==> config.mk <==
export PLATFORM = sky130hd
export DESIGN_NAME = smhp_host_port
export DESIGN_NICKNAME = d
export VERILOG_FILES = /design/src/smhp_pkg.sv /design/src/smhp_host_port.sv /design/src/smhp_sync.sv /design/src/smhp_stall.sv
export SDC_FILE = /design/constraint.sdc
export NUM_CORES = 1
export LEC_CHECK = 0
export ABC_CLOCK_PERIOD_IN_PS = 2300
export BUFFER_PORTS_ARGS = -buffer_cell sky130_fd_sc_hd__clkbuf_2
export CAP_MARGIN = 20
export CELL_PAD_IN_SITES_DETAIL_PLACEMENT = 1
export CELL_PAD_IN_SITES_GLOBAL_PLACEMENT = 2
export CORE_AREA = 3 3 145 147
export DETAILED_ROUTE_END_ITERATION = 7
export DIE_AREA = 0 0 148 150
export GPL_TIMING_DRIVEN = 0
export PLACE_DENSITY = 0.76
export SLEW_MARGIN = 30
export SYNTH_ARGS = -nofsm -noshare
export SYNTH_HDL_FRONTEND = slang
export SYNTH_SLANG_ARGS = --single-unit
==> constraint.sdc <==
create_clock -name mclk_in -period 2.3 [get_ports mclk_in]
set_clock_uncertainty 0.15 [all_clocks]
set_input_delay 0.345 -clock mclk_in [delete_from_list [all_inputs] [get_ports mclk_in]]
set_output_delay 0.345 -clock mclk_in [all_outputs]
set_load 0.005 [all_outputs]
==> src/smhp_pkg.sv <==
// shared constants, types and carriers of the scan master host port
package smhp_pkg;

  // ************************************************************
  // widths and register map
  // ************************************************************
  localparam int DW = 8;
  localparam int AW = 3;
  localparam logic [AW-1:0] ADDR_SETUP_A = 3'h0;
  localparam logic [AW-1:0] ADDR_SETUP_B = 3'h1;
  localparam logic [AW-1:0] ADDR_FLAGS   = 3'h2;
  localparam logic [AW-1:0] ADDR_OPREQ   = 3'h3;
  localparam logic [AW-1:0] ADDR_OUTBUF  = 3'h4;
  localparam logic [AW-1:0] ADDR_INBUF   = 3'h5;
  localparam logic [AW-1:0] ADDR_COUNT   = 3'h6;
  localparam logic [AW-1:0] ADDR_PINS    = 3'h7;

  // ************************************************************
  // field positions and reset values
  // ************************************************************
  localparam int FLAG_EMPTY_BIT = 7;
  localparam int FLAG_FULL_BIT  = 6;
  localparam int FLAG_RSVD_BIT  = 4;
  localparam int CORE_STATE_W   = 6;
  localparam int SRST_BIT       = 7;
  localparam int OPCODE_MSB     = 3;
  localparam int RDLY_MSB       = 3;
  localparam int LEAD_LIMIT     = 5;
  localparam int LEAD_W         = 3;
  localparam logic [DW-1:0]     REG_RST   = 8'h00;
  localparam logic [LEAD_W-1:0] LEAD_ZERO = 3'h0;
  localparam logic [LEAD_W-1:0] LEAD_ONE  = 3'h1;

  // pin bundle as sampled: strobe (active low), read select, address, data
  localparam int PIN_W = 1 + 1 + AW + DW;
  localparam logic [PIN_W-1:0] PIN_RST = 13'h1000;

  typedef enum logic [2:0] {
    SMHP_IDLE = 3'b001,
    SMHP_WAIT = 3'b010,
    SMHP_DONE = 3'b100
  } smhp_state_e;

  typedef struct packed {
    logic          access_strobe_n;
    logic          dir_read;
    logic [AW-1:0] addr;
    logic [DW-1:0] data;
  } smhp_pins_s;

  // from the scan engine into the port
  typedef struct packed {
    logic                    in_push;
    logic [DW-1:0]           in_byte;
    logic                    out_pop;
    logic                    out_reset;
    logic                    cmd_done;
    logic                    full_duplex;
    logic [CORE_STATE_W-1:0] state_bits;
  } smhp_core_s;

  // from the port to the scan engine
  typedef struct packed {
    logic [DW-1:0] setup_a;
    logic [DW-1:0] setup_b;
    logic [DW-1:0] op_request;
    logic [DW-1:0] cycle_count;
    logic [DW-1:0] pin_drive;
    logic [DW-1:0] out_byte;
    logic          out_valid;
    logic          soft_reset;
  } smhp_ctrl_s;

endpackage

==> src/smhp_host_port.sv <==
// scan master host port: strobe-timed 8-bit register access with ready
`timescale 1ns/1ps
module smhp_host_port #(
  parameter int LEAD_MAX = smhp_pkg::LEAD_LIMIT
) (
  input  wire logic                    mclk_in,            // core clock
  input  wire logic                    rst_in,             // sync reset, high
  input  wire logic                    access_strobe_n_in, // host strobe, low
  input  wire logic                    dir_read_in,        // 1 read, 0 write
  input  wire logic [smhp_pkg::AW-1:0] addr_in,            // register select
  input  wire logic [smhp_pkg::DW-1:0] data_in,            // bus from host
  output logic      [smhp_pkg::DW-1:0] data_out,           // bus to host
  output logic                         data_oe_n_out,      // low drives bus
  output logic                         ready_out,          // low holds host
  input  wire smhp_pkg::smhp_core_s    core_in,            // engine events
  output smhp_pkg::smhp_ctrl_s         ctrl_out            // engine controls
);

  if (LEAD_MAX < 1 || LEAD_MAX > 7) begin : g_bad_lead
    $error("LEAD_MAX must be 1..7");
  end

  localparam logic [smhp_pkg::LEAD_W-1:0] LEAD_TOP = smhp_pkg::LEAD_W'(LEAD_MAX);

  // enum literals live in the package and nothing is imported
  localparam smhp_pkg::smhp_state_e SMHP_IDLE = smhp_pkg::SMHP_IDLE;
  localparam smhp_pkg::smhp_state_e SMHP_WAIT = smhp_pkg::SMHP_WAIT;
  localparam smhp_pkg::smhp_state_e SMHP_DONE = smhp_pkg::SMHP_DONE;

  typedef struct packed {
    smhp_pkg::smhp_state_e       state;
    logic                        stb_hi;
    logic                        dir_read;
    logic [smhp_pkg::AW-1:0]     addr;
    logic                        rise_seen;
    logic [smhp_pkg::DW-1:0]     wdata;
    logic [smhp_pkg::DW-1:0]     rdata;
    logic                        oe_n;
    logic [smhp_pkg::DW-1:0]     setup_a;
    logic [smhp_pkg::DW-1:0]     setup_b;
    logic [smhp_pkg::DW-1:0]     op_request;
    logic [smhp_pkg::DW-1:0]     out_byte;
    logic                        out_valid;
    logic [smhp_pkg::DW-1:0]     in_byte;
    logic                        in_valid;
    logic [smhp_pkg::DW-1:0]     cycle_count;
    logic [smhp_pkg::DW-1:0]     pin_drive;
    logic [smhp_pkg::LEAD_W-1:0] lead;
    logic                        soft_reset;
  } smhp_port_s;

  smhp_port_s          st;
  smhp_port_s          next_st;
  smhp_pkg::smhp_pins_s pins;
  logic                stall;
  logic                busy;
  logic                ahead;
  logic                in_empty;
  logic                out_full;
  logic                strobe_low;
  logic [smhp_pkg::DW-1:0] wd;
  logic [smhp_pkg::DW-1:0] flags;
  logic [smhp_pkg::DW-1:0] rd_mux;

  // ************************************************************
  // pin crossing
  // ************************************************************
  // every pin gets the same latency, so address and data line up with strobe
  smhp_sync #(
    .W       (smhp_pkg::PIN_W),
    .RST_VAL (smhp_pkg::PIN_RST)
  ) u_sync (
    .mclk_in   (mclk_in),
    .rst_in    (rst_in),
    .async_in  ({access_strobe_n_in, dir_read_in, addr_in, data_in}),
    .level_out (pins)
  );

  assign strobe_low = !pins.access_strobe_n;

  // ************************************************************
  // visible status
  // ************************************************************
  assign busy     = |st.op_request[smhp_pkg::OPCODE_MSB:0];
  assign in_empty = !st.in_valid;
  assign out_full = st.out_valid || core_in.out_reset;
  assign ahead    = core_in.full_duplex && (|st.setup_b[smhp_pkg::RDLY_MSB:0]) && (st.lead >= LEAD_TOP);

  always_comb begin
    flags = {{(smhp_pkg::DW - smhp_pkg::CORE_STATE_W){1'b0}}, core_in.state_bits};
    flags[smhp_pkg::FLAG_RSVD_BIT]  = 1'b0;
    flags[smhp_pkg::FLAG_EMPTY_BIT] = in_empty;
    flags[smhp_pkg::FLAG_FULL_BIT]  = out_full;
  end

  always_comb begin
    case (st.addr)
      smhp_pkg::ADDR_SETUP_A: rd_mux = st.setup_a;
      smhp_pkg::ADDR_SETUP_B: rd_mux = st.setup_b;
      smhp_pkg::ADDR_FLAGS:   rd_mux = flags;
      smhp_pkg::ADDR_OPREQ:   rd_mux = st.op_request;
      smhp_pkg::ADDR_OUTBUF:  rd_mux = st.out_byte;
      smhp_pkg::ADDR_INBUF:   rd_mux = st.in_byte;
      smhp_pkg::ADDR_COUNT:   rd_mux = st.cycle_count;
      smhp_pkg::ADDR_PINS:    rd_mux = st.pin_drive;
      default:                rd_mux = smhp_pkg::REG_RST;
    endcase
  end

  // stall checks the live bus byte until the rising strobe freezes it
  assign wd = st.rise_seen ? st.wdata : pins.data;

  smhp_stall u_stall (
    .addr_in     (st.addr),
    .read_in     (st.dir_read),
    .wdata_in    (wd),
    .in_empty_in (in_empty),
    .out_full_in (out_full),
    .busy_in     (busy),
    .ahead_in    (ahead),
    .stall_out   (stall)
  );

  // ************************************************************
  // access sequencer and registers
  // ************************************************************
  always_comb begin
    next_st            = st;
    next_st.stb_hi     = pins.access_strobe_n;
    next_st.soft_reset = 1'b0;
    next_st.oe_n       = !(strobe_low && pins.dir_read);
    // engine side first so that a host access in the same cycle wins
    if (core_in.in_push) begin
      next_st.in_valid = 1'b1;
      next_st.in_byte  = core_in.in_byte;
    end
    if (core_in.out_pop) begin
      next_st.out_valid = 1'b0;
    end
    if (core_in.cmd_done) begin
      next_st.op_request[smhp_pkg::OPCODE_MSB:0] = '0;
    end
    if (!core_in.full_duplex) begin
      next_st.lead = smhp_pkg::LEAD_ZERO;
    end
    case (st.state)
      SMHP_IDLE: begin
        if (st.stb_hi && strobe_low) begin
          // direction and address are steady from here until strobe rises
          next_st.addr      = pins.addr;
          next_st.dir_read  = pins.dir_read;
          next_st.rise_seen = 1'b0;
          next_st.state     = SMHP_WAIT;
        end
      end
      SMHP_WAIT: begin
        if (st.dir_read) begin
          if (!strobe_low) begin
            next_st.state = SMHP_IDLE;
          end else if (!stall) begin
            next_st.rdata = rd_mux;
            if (st.addr == smhp_pkg::ADDR_INBUF) begin
              next_st.in_valid = core_in.in_push;
              if (st.lead != smhp_pkg::LEAD_ZERO && core_in.full_duplex) begin
                next_st.lead = st.lead - smhp_pkg::LEAD_ONE;
              end
            end
            next_st.state = SMHP_DONE;
          end
        end else begin
          if (!strobe_low && !st.rise_seen) begin
            next_st.wdata     = pins.data;
            next_st.rise_seen = 1'b1;
          end
          // a held-off write lands once its block clears and the strobe is seen high
          if (!strobe_low && !stall) begin
            next_st.state = SMHP_IDLE;
            case (st.addr)
              smhp_pkg::ADDR_SETUP_A: next_st.setup_a = wd;
              smhp_pkg::ADDR_SETUP_B: next_st.setup_b = wd;
              smhp_pkg::ADDR_COUNT:   next_st.cycle_count = wd;
              smhp_pkg::ADDR_PINS: begin
                if (!busy) begin
                  next_st.pin_drive = wd;
                end
              end
              smhp_pkg::ADDR_OPREQ: begin
                if (wd[smhp_pkg::SRST_BIT]) begin
                  next_st.op_request = smhp_pkg::REG_RST;
                  next_st.in_valid   = 1'b0;
                  next_st.out_valid  = 1'b0;
                  next_st.lead       = smhp_pkg::LEAD_ZERO;
                  next_st.soft_reset = 1'b1;
                end else begin
                  next_st.op_request = wd;
                end
              end
              smhp_pkg::ADDR_OUTBUF: begin
                next_st.out_byte  = wd;
                next_st.out_valid = 1'b1;
                if (core_in.full_duplex && (|st.setup_b[smhp_pkg::RDLY_MSB:0])) begin
                  next_st.lead = st.lead + smhp_pkg::LEAD_ONE;
                end
              end
              default: begin
              end
            endcase
          end
        end
      end
      SMHP_DONE: begin
        if (!strobe_low) begin
          next_st.state = SMHP_IDLE;
        end
      end
      default: next_st.state = SMHP_IDLE;
    endcase
  end

  always_ff @(posedge mclk_in) begin
    if (rst_in) begin
      st            <= '0;
      st.state      <= SMHP_IDLE;
      st.stb_hi     <= 1'b1;
      st.oe_n       <= 1'b1;
    end else begin
      st <= next_st;
    end
  end

  // ************************************************************
  // outputs
  // ************************************************************
  assign data_out      = st.rdata;
  assign data_oe_n_out = st.oe_n;
  assign ready_out     = !((st.state == SMHP_WAIT) && stall);

  assign ctrl_out.setup_a     = st.setup_a;
  assign ctrl_out.setup_b     = st.setup_b;
  assign ctrl_out.op_request  = st.op_request;
  assign ctrl_out.cycle_count = st.cycle_count;
  assign ctrl_out.pin_drive   = st.pin_drive;
  assign ctrl_out.out_byte    = st.out_byte;
  assign ctrl_out.out_valid   = st.out_valid;
  assign ctrl_out.soft_reset  = st.soft_reset;
endmodule // smhp_host_port

==> src/smhp_sync.sv <==
// three-stage pin synchroniser with agreement filter
`timescale 1ns/1ps
module smhp_sync #(
  parameter int              W       = 1,
  parameter logic [W-1:0]    RST_VAL = '0
) (
  input  wire logic         mclk_in,   // core clock
  input  wire logic         rst_in,    // sync reset, high
  input  wire logic [W-1:0] async_in,  // raw pins
  output logic      [W-1:0] level_out  // filtered level
);

  typedef struct packed {
    logic [W-1:0] s1;
    logic [W-1:0] s2;
    logic [W-1:0] s3;
    logic [W-1:0] lvl;
  } smhp_sync_s;

  smhp_sync_s st;
  smhp_sync_s next_st;

  // ************************************************************
  // stages
  // ************************************************************
  always_comb begin
    next_st    = st;
    next_st.s1 = async_in;
    next_st.s2 = st.s1;
    next_st.s3 = st.s2;
    // a bit moves only once stages two and three agree
    for (int i = 0; i < W; i++) begin
      if (st.s2[i] == st.s3[i]) begin
        next_st.lvl[i] = st.s3[i];
      end
    end
  end

  always_ff @(posedge mclk_in) begin
    if (rst_in) begin
      st <= {RST_VAL, RST_VAL, RST_VAL, RST_VAL};
    end else begin
      st <= next_st;
    end
  end

  assign level_out = st.lvl;

endmodule // smhp_sync

==> src/smhp_stall.sv <==
// decides whether the pending host access must wait
`timescale 1ns/1ps
module smhp_stall (
  input  wire logic [smhp_pkg::AW-1:0] addr_in,      // latched address
  input  wire logic                    read_in,      // access is a read
  input  wire logic [smhp_pkg::DW-1:0] wdata_in,     // write byte
  input  wire logic                    in_empty_in,  // inbound empty
  input  wire logic                    out_full_in,  // outbound full/reset
  input  wire logic                    busy_in,      // command running
  input  wire logic                    ahead_in,     // write-ahead at limit
  output logic                         stall_out     // hold ready low
);

  // ************************************************************
  // blocking conditions
  // ************************************************************
  always_comb begin
    stall_out = 1'b0;
    if (read_in) begin
      stall_out = (addr_in == smhp_pkg::ADDR_INBUF) && in_empty_in;
    end else begin
      case (addr_in)
        smhp_pkg::ADDR_OUTBUF: stall_out = out_full_in || ahead_in;
        smhp_pkg::ADDR_SETUP_A,
        smhp_pkg::ADDR_SETUP_B,
        smhp_pkg::ADDR_COUNT:  stall_out = busy_in;
        // a soft reset request always goes through
        smhp_pkg::ADDR_OPREQ:  stall_out = busy_in && !wdata_in[smhp_pkg::SRST_BIT];
        default:               stall_out = 1'b0;
      endcase
    end
  end

endmodule // smhp_stall

# Word level (Yosys, flattened, before mapping)
# Cells that the tools add are included.
# word_totals
regBits,139
inputBits,34
out_inout_bits,60
elab_cells,161
# classes
addsub,2
order_cmp,1
n_eq_ne,29
muxes,49
n_bitwise,7
n_reduce_logical,37
# op_table
op,n
8-bit one-hot mux with 8 select lines,1
21-bit 2-to-1 mux,2
8-bit 2-to-1 mux,5
13-bit 2-to-1 mux,3
3-bit 2-to-1 mux,13
4-bit AND reduction,8
9-bit 2-to-1 mux,2
16-bit 2-to-1 mux,1
3-bit == test (second input constant),5
1-bit == test,13
1-bit 2-to-1 mux,13
4-bit 2-to-1 mux,3
1-bit logical AND,10
3-bit by 2-bit == test with 1-bit output (second input constant),3
3-bit one-hot mux with 3 select lines,1
4-bit OR reduction,2
1-bit logical NOT,7
7-bit 2-to-1 mux,1
1-bit inverter,7
3-bit by 1-bit == test with 1-bit output (second input constant),2
2-bit inequality test (second input constant),3
3-bit one-hot mux with 2 select lines,1
5-bit AND reduction,1
5-bit OR reduction,1
other kinds (15),17

# Logic depth before layout (Yosys ltp)
# Gate-level depths: netlist of the first run.
# depth
ltp_word,11
ltp_mapped,8
mapped_depth_nobuf,7

# Cells and area by module
# From an unflattened synthesis of the first run, not the netlist that was laid out.
# hier_totals
hier_cells,678
hier_area_um2,6302.3
# modules_own_cells
module,instances,cells_per_inst,area_per_inst_um2,seq_area_each_um2
smhp_host_port,1,521,4655.7,1741.7
smhp_sync,1,148,1589.0,1041.0
smhp_stall,1,9,57.6,0.0

# Worst setup path before layout of the first run
# No wires, ideal clock.
# synth_path
path_type,flip-flop to flip-flop
startpoint,register st[2] (netlist name)
endpoint,"register st, in the netlist ctrl_out[9]"
setup_time_ns,0.086
arrival_time_ns,2.111
required_time_ns,2.064
path_slack_ns,-0.047
stages_incl_launch_ff,9
synth_period_minus_slack_ns,2.347
cell_sequence,dfxtp_1 inv_1 ha_1 o311ai_0 nor3_4 nor4_4 buf_4 nor2_1 a211oi_1
# synth_between
elab_chain_cells,8
# synth_rtl
item,line,source
"start, declared",smhp_host_port.sv:52,smhp_port_s st;
"start signal, assigned",smhp_host_port.sv:227,st <= next_st;
3-bit greater-or-equal comparator,smhp_host_port.sv:87,assign ahead = core_in.full_duplex && (|st.setup_b[smhp_pkg::RDLY_MSB:0]) && (st.lead >= LEAD_TOP);
1-bit logical AND,smhp_host_port.sv:87,
1-bit logical OR,smhp_stall.sv:23,smhp_pkg::ADDR_OUTBUF: stall_out = out_full_in || ahead_in;
1-bit one-hot mux with 3 select lines,smhp_stall.sv:22,case (addr_in)
1-bit 2-to-1 mux,smhp_stall.sv:19,if (read_in) begin
1-bit logical NOT,smhp_host_port.sv:176,if (!strobe_low && !stall) begin
1-bit logical AND,smhp_host_port.sv:176,
4-bit AND reduction (no source line),n/a,
# Every way passes these cells.
# A chain may end at the register's enable or synchronous reset.

# Final worst setup path of the first run
# layout_path
startpoint,"register st, in the netlist ctrl_out[26]"
endpoint,output ready_out
# layout_between
elab_chain_cells,6
# layout_rtl
item,line,source
4-bit OR reduction *,smhp_host_port.sv:84,assign busy = |st.op_request[smhp_pkg::OPCODE_MSB:0];
1-bit logical AND,smhp_stall.sv:28,smhp_pkg::ADDR_OPREQ: stall_out = busy_in && !wdata_in[smhp_pkg::SRST_BIT];
1-bit one-hot mux with 3 select lines *,smhp_stall.sv:22,
1-bit 2-to-1 mux *,smhp_stall.sv:19,
1-bit logical AND *,smhp_host_port.sv:236,assign ready_out = !((st.state == SMHP_WAIT) && stall);
1-bit logical NOT *,smhp_host_port.sv:236,
"end, declared",smhp_host_port.sv:14,"output logic ready_out,"
# Mark *: on every way between the ends. The rest lies on a longest branch, timed or not.

==> results of run 1 <==
[cells by family after synthesis]
kind of cell | Yosys count | share of synthesized area, %
multiplexers | 70 | 12.6
adder cells (fa/ha/maj) | 4 | 0.795
AND/OR/NAND/NOR | 244 | 20.0
flip-flops | 139 | 44.2
XOR/XNOR | 1 | 0.139
other | 1 | 0.0596
buffers and inverters | 105 | 10.2
AO/OA/AOI/OAI | 115 | 12.0
[through the flow]
| stage | total power [W] | cells | setup WS, ns |
|---|---|---|---|
| after global routing | 0.00603 | 1104 | -0.276 |
| after global placement | 0.00266 | 1039 | -0.517 |
| after CTS | 0.00589 | 1095 | -0.265 |
| after detailed placement | 0.00266 | 1039 | -0.584 |
| final | 0.00582 | 1104 | -0.218 |
| after floorplan | 0.00259 | 679 | 0.0815 |
[where the power goes]
group | internal, W | total (W) | switching [W]
Clock | 0.00218 | 0.00320 | 0.00102
Combinational | 0.0000670 | 0.000158 | 0.0000908
Sequential | 0.00244 | 0.00246 | 0.0000182
Total | 0.00469 | 0.00582 | 0.00113
[state kept, by name, summed over array words and instances, names as in the netlist]
| signal | count |
|---|---|
| ctrl_out | 49 |
| data_oe_n_out | 1 |
| data_out | 8 |
| st | 29 |
| u_sync.level_out | 13 |
| u_sync.next_st | 26 |
| u_sync.st | 13 |
[metal layers]
layer / global-route usage (%) / vias to the layer above / part of all wire, %
li1: - / 2585 / -
met1: 24.1 / 2619 / 44
met2: 30.9 / 163 / 48
met3: 3.82 / 19 / 6.2
met4: 7.48 / 0 / 1.6
met5: 0 / - / 0
[critical path, stage by stage, from the launching register on]
cell      delay (ns)
dfxtp_4         0.35
or4_4           0.58
a2111o_1        0.49
nand3_1         0.08
buf_2           0.11
[timing repair]
item | 4_1_cts | 5_1_grt
gates resized for setup | 29 | 34
pin swaps | 11 | 9
hold buffers | 10 | 0
setup endpoints to repair | 74 | 41
endpoints found under the hold margin | 10 | 0
setup buffers | 15 | 13
[placed cells by master (no fill, tap or decap), types with 9 or more instances in the layout]
cell | netlist | layout
dfxtp_1 | 139 | 126
nor2_1 | 101 | 101
clkbuf_2 | 0 | 96
buf_4 | 62 | 85
mux2i_1 | 51 | 50
nor2b_1 | 43 | 43
a21oi_1 | 41 | 41
nand2_1 | 30 | 30
o21ai_0 | 21 | 20
clkbuf_1 | 27 | 19
clkbuf_16 | 0 | 17
nand3_1 | 14 | 14
mux2_2 | 12 | 12
a211oi_1 | 12 | 12
nand2b_1 | 11 | 11
dlygate4sd3_1 | 0 | 10
dfxtp_2 | 0 | 9
[synthesized netlist by cell type (all sizes together), types with 5 or more instances]
library cell  number
dfxtp            139
nor2             101
buf               70
mux2i             52
nor2b             43
a21oi             41
nand2             31
clkbuf            27
o21ai             21
nand3             14
a211oi            12
mux2              12
nand2b            11
nor3               9
inv                8
mux4               6
nand4              6
a311oi             5
nor4               5
or2                5
or3b               5
[cell type report]
type                    count  area (sq um)
repair buffers            127           758
clock buffers              22           494
well taps                 270           338
fillers                  2326         11800
multi-input cells         435          2990
flip-flops and latches    139          2810
plain buffers              93           627
inverters                   8          33.8
clock inverters            10           209
[worst min-delay path by stage]
stage | slack [ns] | to
floorplan | 0.23 | data_oe_n_out
global placement | 0.25 | u_sync.next_st[25]
detailed placement | 0.25 | u_sync.next_st[25]
CTS | 0.002 | st[23]
global route | 0.009 | u_sync.next_st[37]
finish | 0.005 | u_sync.next_st[37]
==> reports/qor.txt, run 1 <==
status = finished, violations left
failing checks = setup timing
TNS Setup = -0.218 ns
Yosys reg bits = 139
# rows = 52
CTS buffer count = 17
hold_ws = 0.00478 ns
die width = 148 um
DR vias = 5386
Critical Path Sink Type = output port
WL per Instance = 18.9 um
Power Density = 705 nW/um^2
Cell variety after synth = 60
detailed-router iteration count before antenna repair = 4
final core utilization = 41.2%
MaxCap Viol Count = 0
Ant. Diodes = 0
Ys Warns = 0
Post-synth EDFFs = 0
Cells after Synth = 679
CP arrival = 2.02 ns
fin crit share = 109%
Critical Path Fanout Max = 4
Post-Syn Area = 6290 sq um
flop-to-flop setup slack = 0.04 ns
IO Port Bufs = 90
All-Layer GR Usage = 18.7%
H-tree depth = 4
Fin. Hold Viols = 0
RSZ-0062 raised after global routing = yes
final critical-path required period = 2.52 ns
DRT antenna net count = 0
post-route DRC violation count = 0
Crit. Startpoint = ctrl_out[26]
Critical Path Start Type = register
GPL Wtd Cong = 0.836
asr flop ratio synth = 0%
Peak Freq = 0.397 GHz
clk_lat worst skew = 0.41 ns
DR iter-0 viols = 286
Slew Viols, Final = 0
total length of routed wires = 20.9 mm
worst vdd ir = 0.470 mV
Worst setup endpoint = ready_out
fraction of final layout cells sized beyond drive strength 1 = 34.5%
Die Outline Area = 22200 sq um
Post-Syn Nets = 717
TritonCTS clock tree = yes
final setup vio count = 1
Die H = 150 um
nets = 859
Top FF cell, synth = dfxtp_1
DP HPWL = 15.0 mm
Placed Area = 7080 sq um
initial antenna violation count = 0
synth top area cells = dfxtp_1 44%, mux2i_1 8.1%, buf_4 7.4%
Vias/cell = 4.88
Root Driver = clkbuf_16
Syn Area/Cell = 9.27 sq um
setup ws final = -0.218 ns
# clock sinks = 139
Starting Density = 31.4%
cell depth of the worst flop-to-flop path = 8
Seq/Total Area, Yosys = 44.2%
vias in the first global route = 5555
hold path startpoint = dir_read_in
area grow syn2layout = 31.1%
Lkg Pwr = 3.54 nW
Clock Pin Slew Worst Setup and Hold Paths = 0.06 ns
Longest Clk Path Bufs = 2
top-area cell type share of the netlist area = 44.2%
fin area = 8250 sq um
Setup CP Type = register to output port
core box area = 20000 sq um
cell accounting for the most synthesized area = dfxtp_1
Worst-Margin Slew = 0.990 ns
largest net degree at the start of global routing = 17
min-delay worst type = primary input to register
first-pass GRT wire length = 31.9 mm
Rel. slew slack = 34.0%
reg2reg end = st[2]
R2R Path Start = st[2]
global route overflow = 0
data required time of the worst path = 1.80 ns
I/O pin cnt = 94
WHS Path Cells = 2
No activity file was read; power rests on OpenSTA's default activity.
==> inputs of run 2 (changes only) <==
--- a/config.mk
+++ b/config.mk
@@ -15,7 +15,9 @@
 export DIE_AREA = 0 0 148 150
 export GPL_TIMING_DRIVEN = 0
 export PLACE_DENSITY = 0.76
+export SETUP_SLACK_MARGIN = 0.3
 export SLEW_MARGIN = 30
 export SYNTH_ARGS = -nofsm -noshare
 export SYNTH_HDL_FRONTEND = slang
 export SYNTH_SLANG_ARGS = --single-unit
+export TNS_END_PERCENT = 50
==> run 2 against run 1 <==
Net effect:
- the flow still finishes with violations (setup timing)
- setup slack worse by 0.052 ns
- non-clock buffer count up 26
- global-route usage up 0.33 points
- via count up 3.1%
==> reports/qor.txt, run 2 (synthesis results as in run 1) <==
Critical Path Sink Type = register
max reg flops = 49 (unchanged)
data required time of the worst path = 2.40 ns (+0.60 ns)
Die H = 150 um (unchanged)
flop-to-flop setup slack = -0.27 ns (-0.31 ns)
WL per Instance = 19.0 um (+0.26%)
Starting Density = 31.4% (unchanged)
DP HPWL = 15.1 mm (+0.40%)
Non-Filler Instances = 1130 (+2.4%)
reg2reg end = st[86]
cell depth of the worst flop-to-flop path = 10 (+2)
Fin. Hold Viols = 0 (unchanged)
global route overflow = 0 (unchanged)
setup ws final = -0.270 ns (-0.0515 ns)
fin crit share = 112% (+2.2 points)
WHS Path Cells = 3 (+1)
total length of routed wires = 21.4 mm (+2.6%)
All-Layer GR Usage = 19.1% (+0.33 points)
largest net degree at the start of global routing = 17 (unchanged)
min-delay worst type = primary input to register
Critical Path Fanout Max = 7 (+3)
status = finished, violations left
Clock Pin Slew Worst Setup and Hold Paths = 0.06 ns (about the same)
setup slack after placement = -0.524 ns (+0.0609 ns)
MaxCap Viol Count = 0 (unchanged)
Min-Delay Endpoint = st[23]
Critical Path Start Type = register
Vias/cell = 4.92 (+0.75%)
hold_ws = 0.0160 ns (+0.0112 ns)
CTS buffer count = 17 (unchanged)
initial antenna violation count = 0 (unchanged)
Root Driver = clkbuf_16
final setup vio count = 6 (+5)
DR iter-0 viols = 296 (+3.5%)
Slew Viols, Final = 0 (unchanged)
final core utilization = 43.9% (+2.7 points)
Peak Freq = 0.389 GHz (-2.0%)
TritonCTS clock tree = yes
IO Port Bufs = 90 (unchanged)
Ant. Diodes = 0 (unchanged)
most frequent cells in the layout = 128 x dfxtp_1, 90 x clkbuf_2, 89 x buf_4, 84 x nor2_1, 43 x mux2i_1
detailed-router iteration count before antenna repair = 6 (+2)
GPL Wtd Cong = 0.831 (-0.50%)
Power Density = 595 nW/um^2 (-16%)
post-route DRC violation count = 0 (unchanged)
# rows = 52 (unchanged)
vias in the first global route = 5755 (+3.6%)
Longest Clk Path Bufs = 2 (unchanged)
DRT antenna net count = 0 (unchanged)
Rel. slew slack = 32.9% (-1.0 points)
placed cells = 1039 (unchanged)
die width = 148 um (unchanged)
Die Outline Area = 22200 sq um (unchanged)
first-pass GRT wire length = 32.4 mm (+1.6%)
failing checks = setup timing
CP arrival = 2.67 ns (+0.65 ns)
RSZ-0062 raised after global routing = yes
commonest non-fill, non-tap cell in the layout = dfxtp_1
Setup CP Type = register to register
worst vdd ir = 0.526 mV (+12%)
fraction of final layout cells sized beyond drive strength 1 = 42.0% (+7.4 points)
nets = 885 (+3.0%)
R2R Path Start = st[81]
Lkg Pwr = 3.70 nW (+4.6%)
Worst-Margin Slew = 1.01 ns (+0.0156 ns)
clk_lat worst skew = 0.42 ns (about the same)
H-tree depth = 4 (unchanged)
hold path startpoint = core_in[12]
I/O pin cnt = 94 (unchanged)
Tot Pwr = 0.00524 W (-9.9%)
area grow syn2layout = 39.8%
# clock sinks = 139 (unchanged)
core box area = 20000 sq um (unchanged)
final critical-path required period = 2.57 ns (+0.0515 ns)
DR vias = 5554 (+3.1%)
[run 2: cell count changes in the layout (fill, tap and decap cells not counted), sizes merged]
| cell | before | now |
|---|---|---|
| buf | 92 | 118 |
| inv | 7 | 10 |
| clkdlybuf4s15 | 1 | 0 |
| bufinv | 6 | 1 |
| dlygate4sd3 | 10 | 15 |
| clkinv | 2 | 7 |
| clkbuf | 139 | 132 |
[run 2: through the flow]
step | cell area (sq um) | TNS [ns]
6_report | 8800 | -1.21
5_1_grt | 8800 | -1.68
4_1_cts | 8360 | -0.512
3_5_place_dp | 7130 | -18.19
3_3_place_gp | 7120 | -15.78
2_1_floorplan | 6330 | 0
[run 2: layout make-up]
class	count	area, sq um
Buffer	97	753
Clock inverter	13	120
Timing Repair Buffer	149	1000
Clock buffer	19	443
Tap cell	270	338
Multi-Input combinational cell	435	3310
Sequential cell	139	2800
Inverter	8	32.5
Fill cell	2329	11200
[run 2: layer usage]
metal  routed length [um]  part of all wire [%]  vias to the layer above  track usage, %
met2                10500                    49                      150            32.4
met4                  647                   3.0                        0            8.50
li1                     -                     -                     2648               -
met5                    0                     0                        -               0
met3                 1060                   5.0                       40            3.82
met1                 9240                    43                     2716            23.4
[run 2: worst max-delay path by stage]
stage | startpoint | end | slack [ns]
2_1_floorplan | st[85] | ctrl_out[10] | 0.22
3_3_place_gp | st[81] | data_out[4] | -0.51
3_5_place_dp | st[82] | data_out[4] | -0.52
4_1_cts | st[79] | ready_out | -0.27
5_1_grt | st[81] | ready_out | -0.33
6_report | st[81] | st[86] | -0.27
[run 2: timing repair]
| action | in CTS | in global routing |
|---|---|---|
| endpoints found under the setup margin | 75 | 71 |
| setup buffers | 27 | 15 |
| hold endpoints to repair | 15 | 0 |
| gates cloned | 1 | 1 |
| resized for setup | 89 | 87 |
| pin swaps | 17 | 26 |
| hold buffers | 15 | 0 |
[run 2: worst max-delay path: stages, from the launching register on]
cell	delay [ns]
dfxtp_2	0.31
buf_6	0.12
and3b_2	0.21
a311o_1	0.35
a2111o_1	0.46
buf_4	0.15
buf_4	0.12
buf_6	0.10
buf_6	0.12
a22oi_2	0.19
a211oi_1	0.10
[run 2: power breakdown]
group          internal, W  leakage, nW  switching [W]
Sequential         0.00244         1.13      0.0000179
Combinational    0.0000732         2.30      0.0000943
Clock              0.00152        0.270        0.00109
Total              0.00404         3.70        0.00120
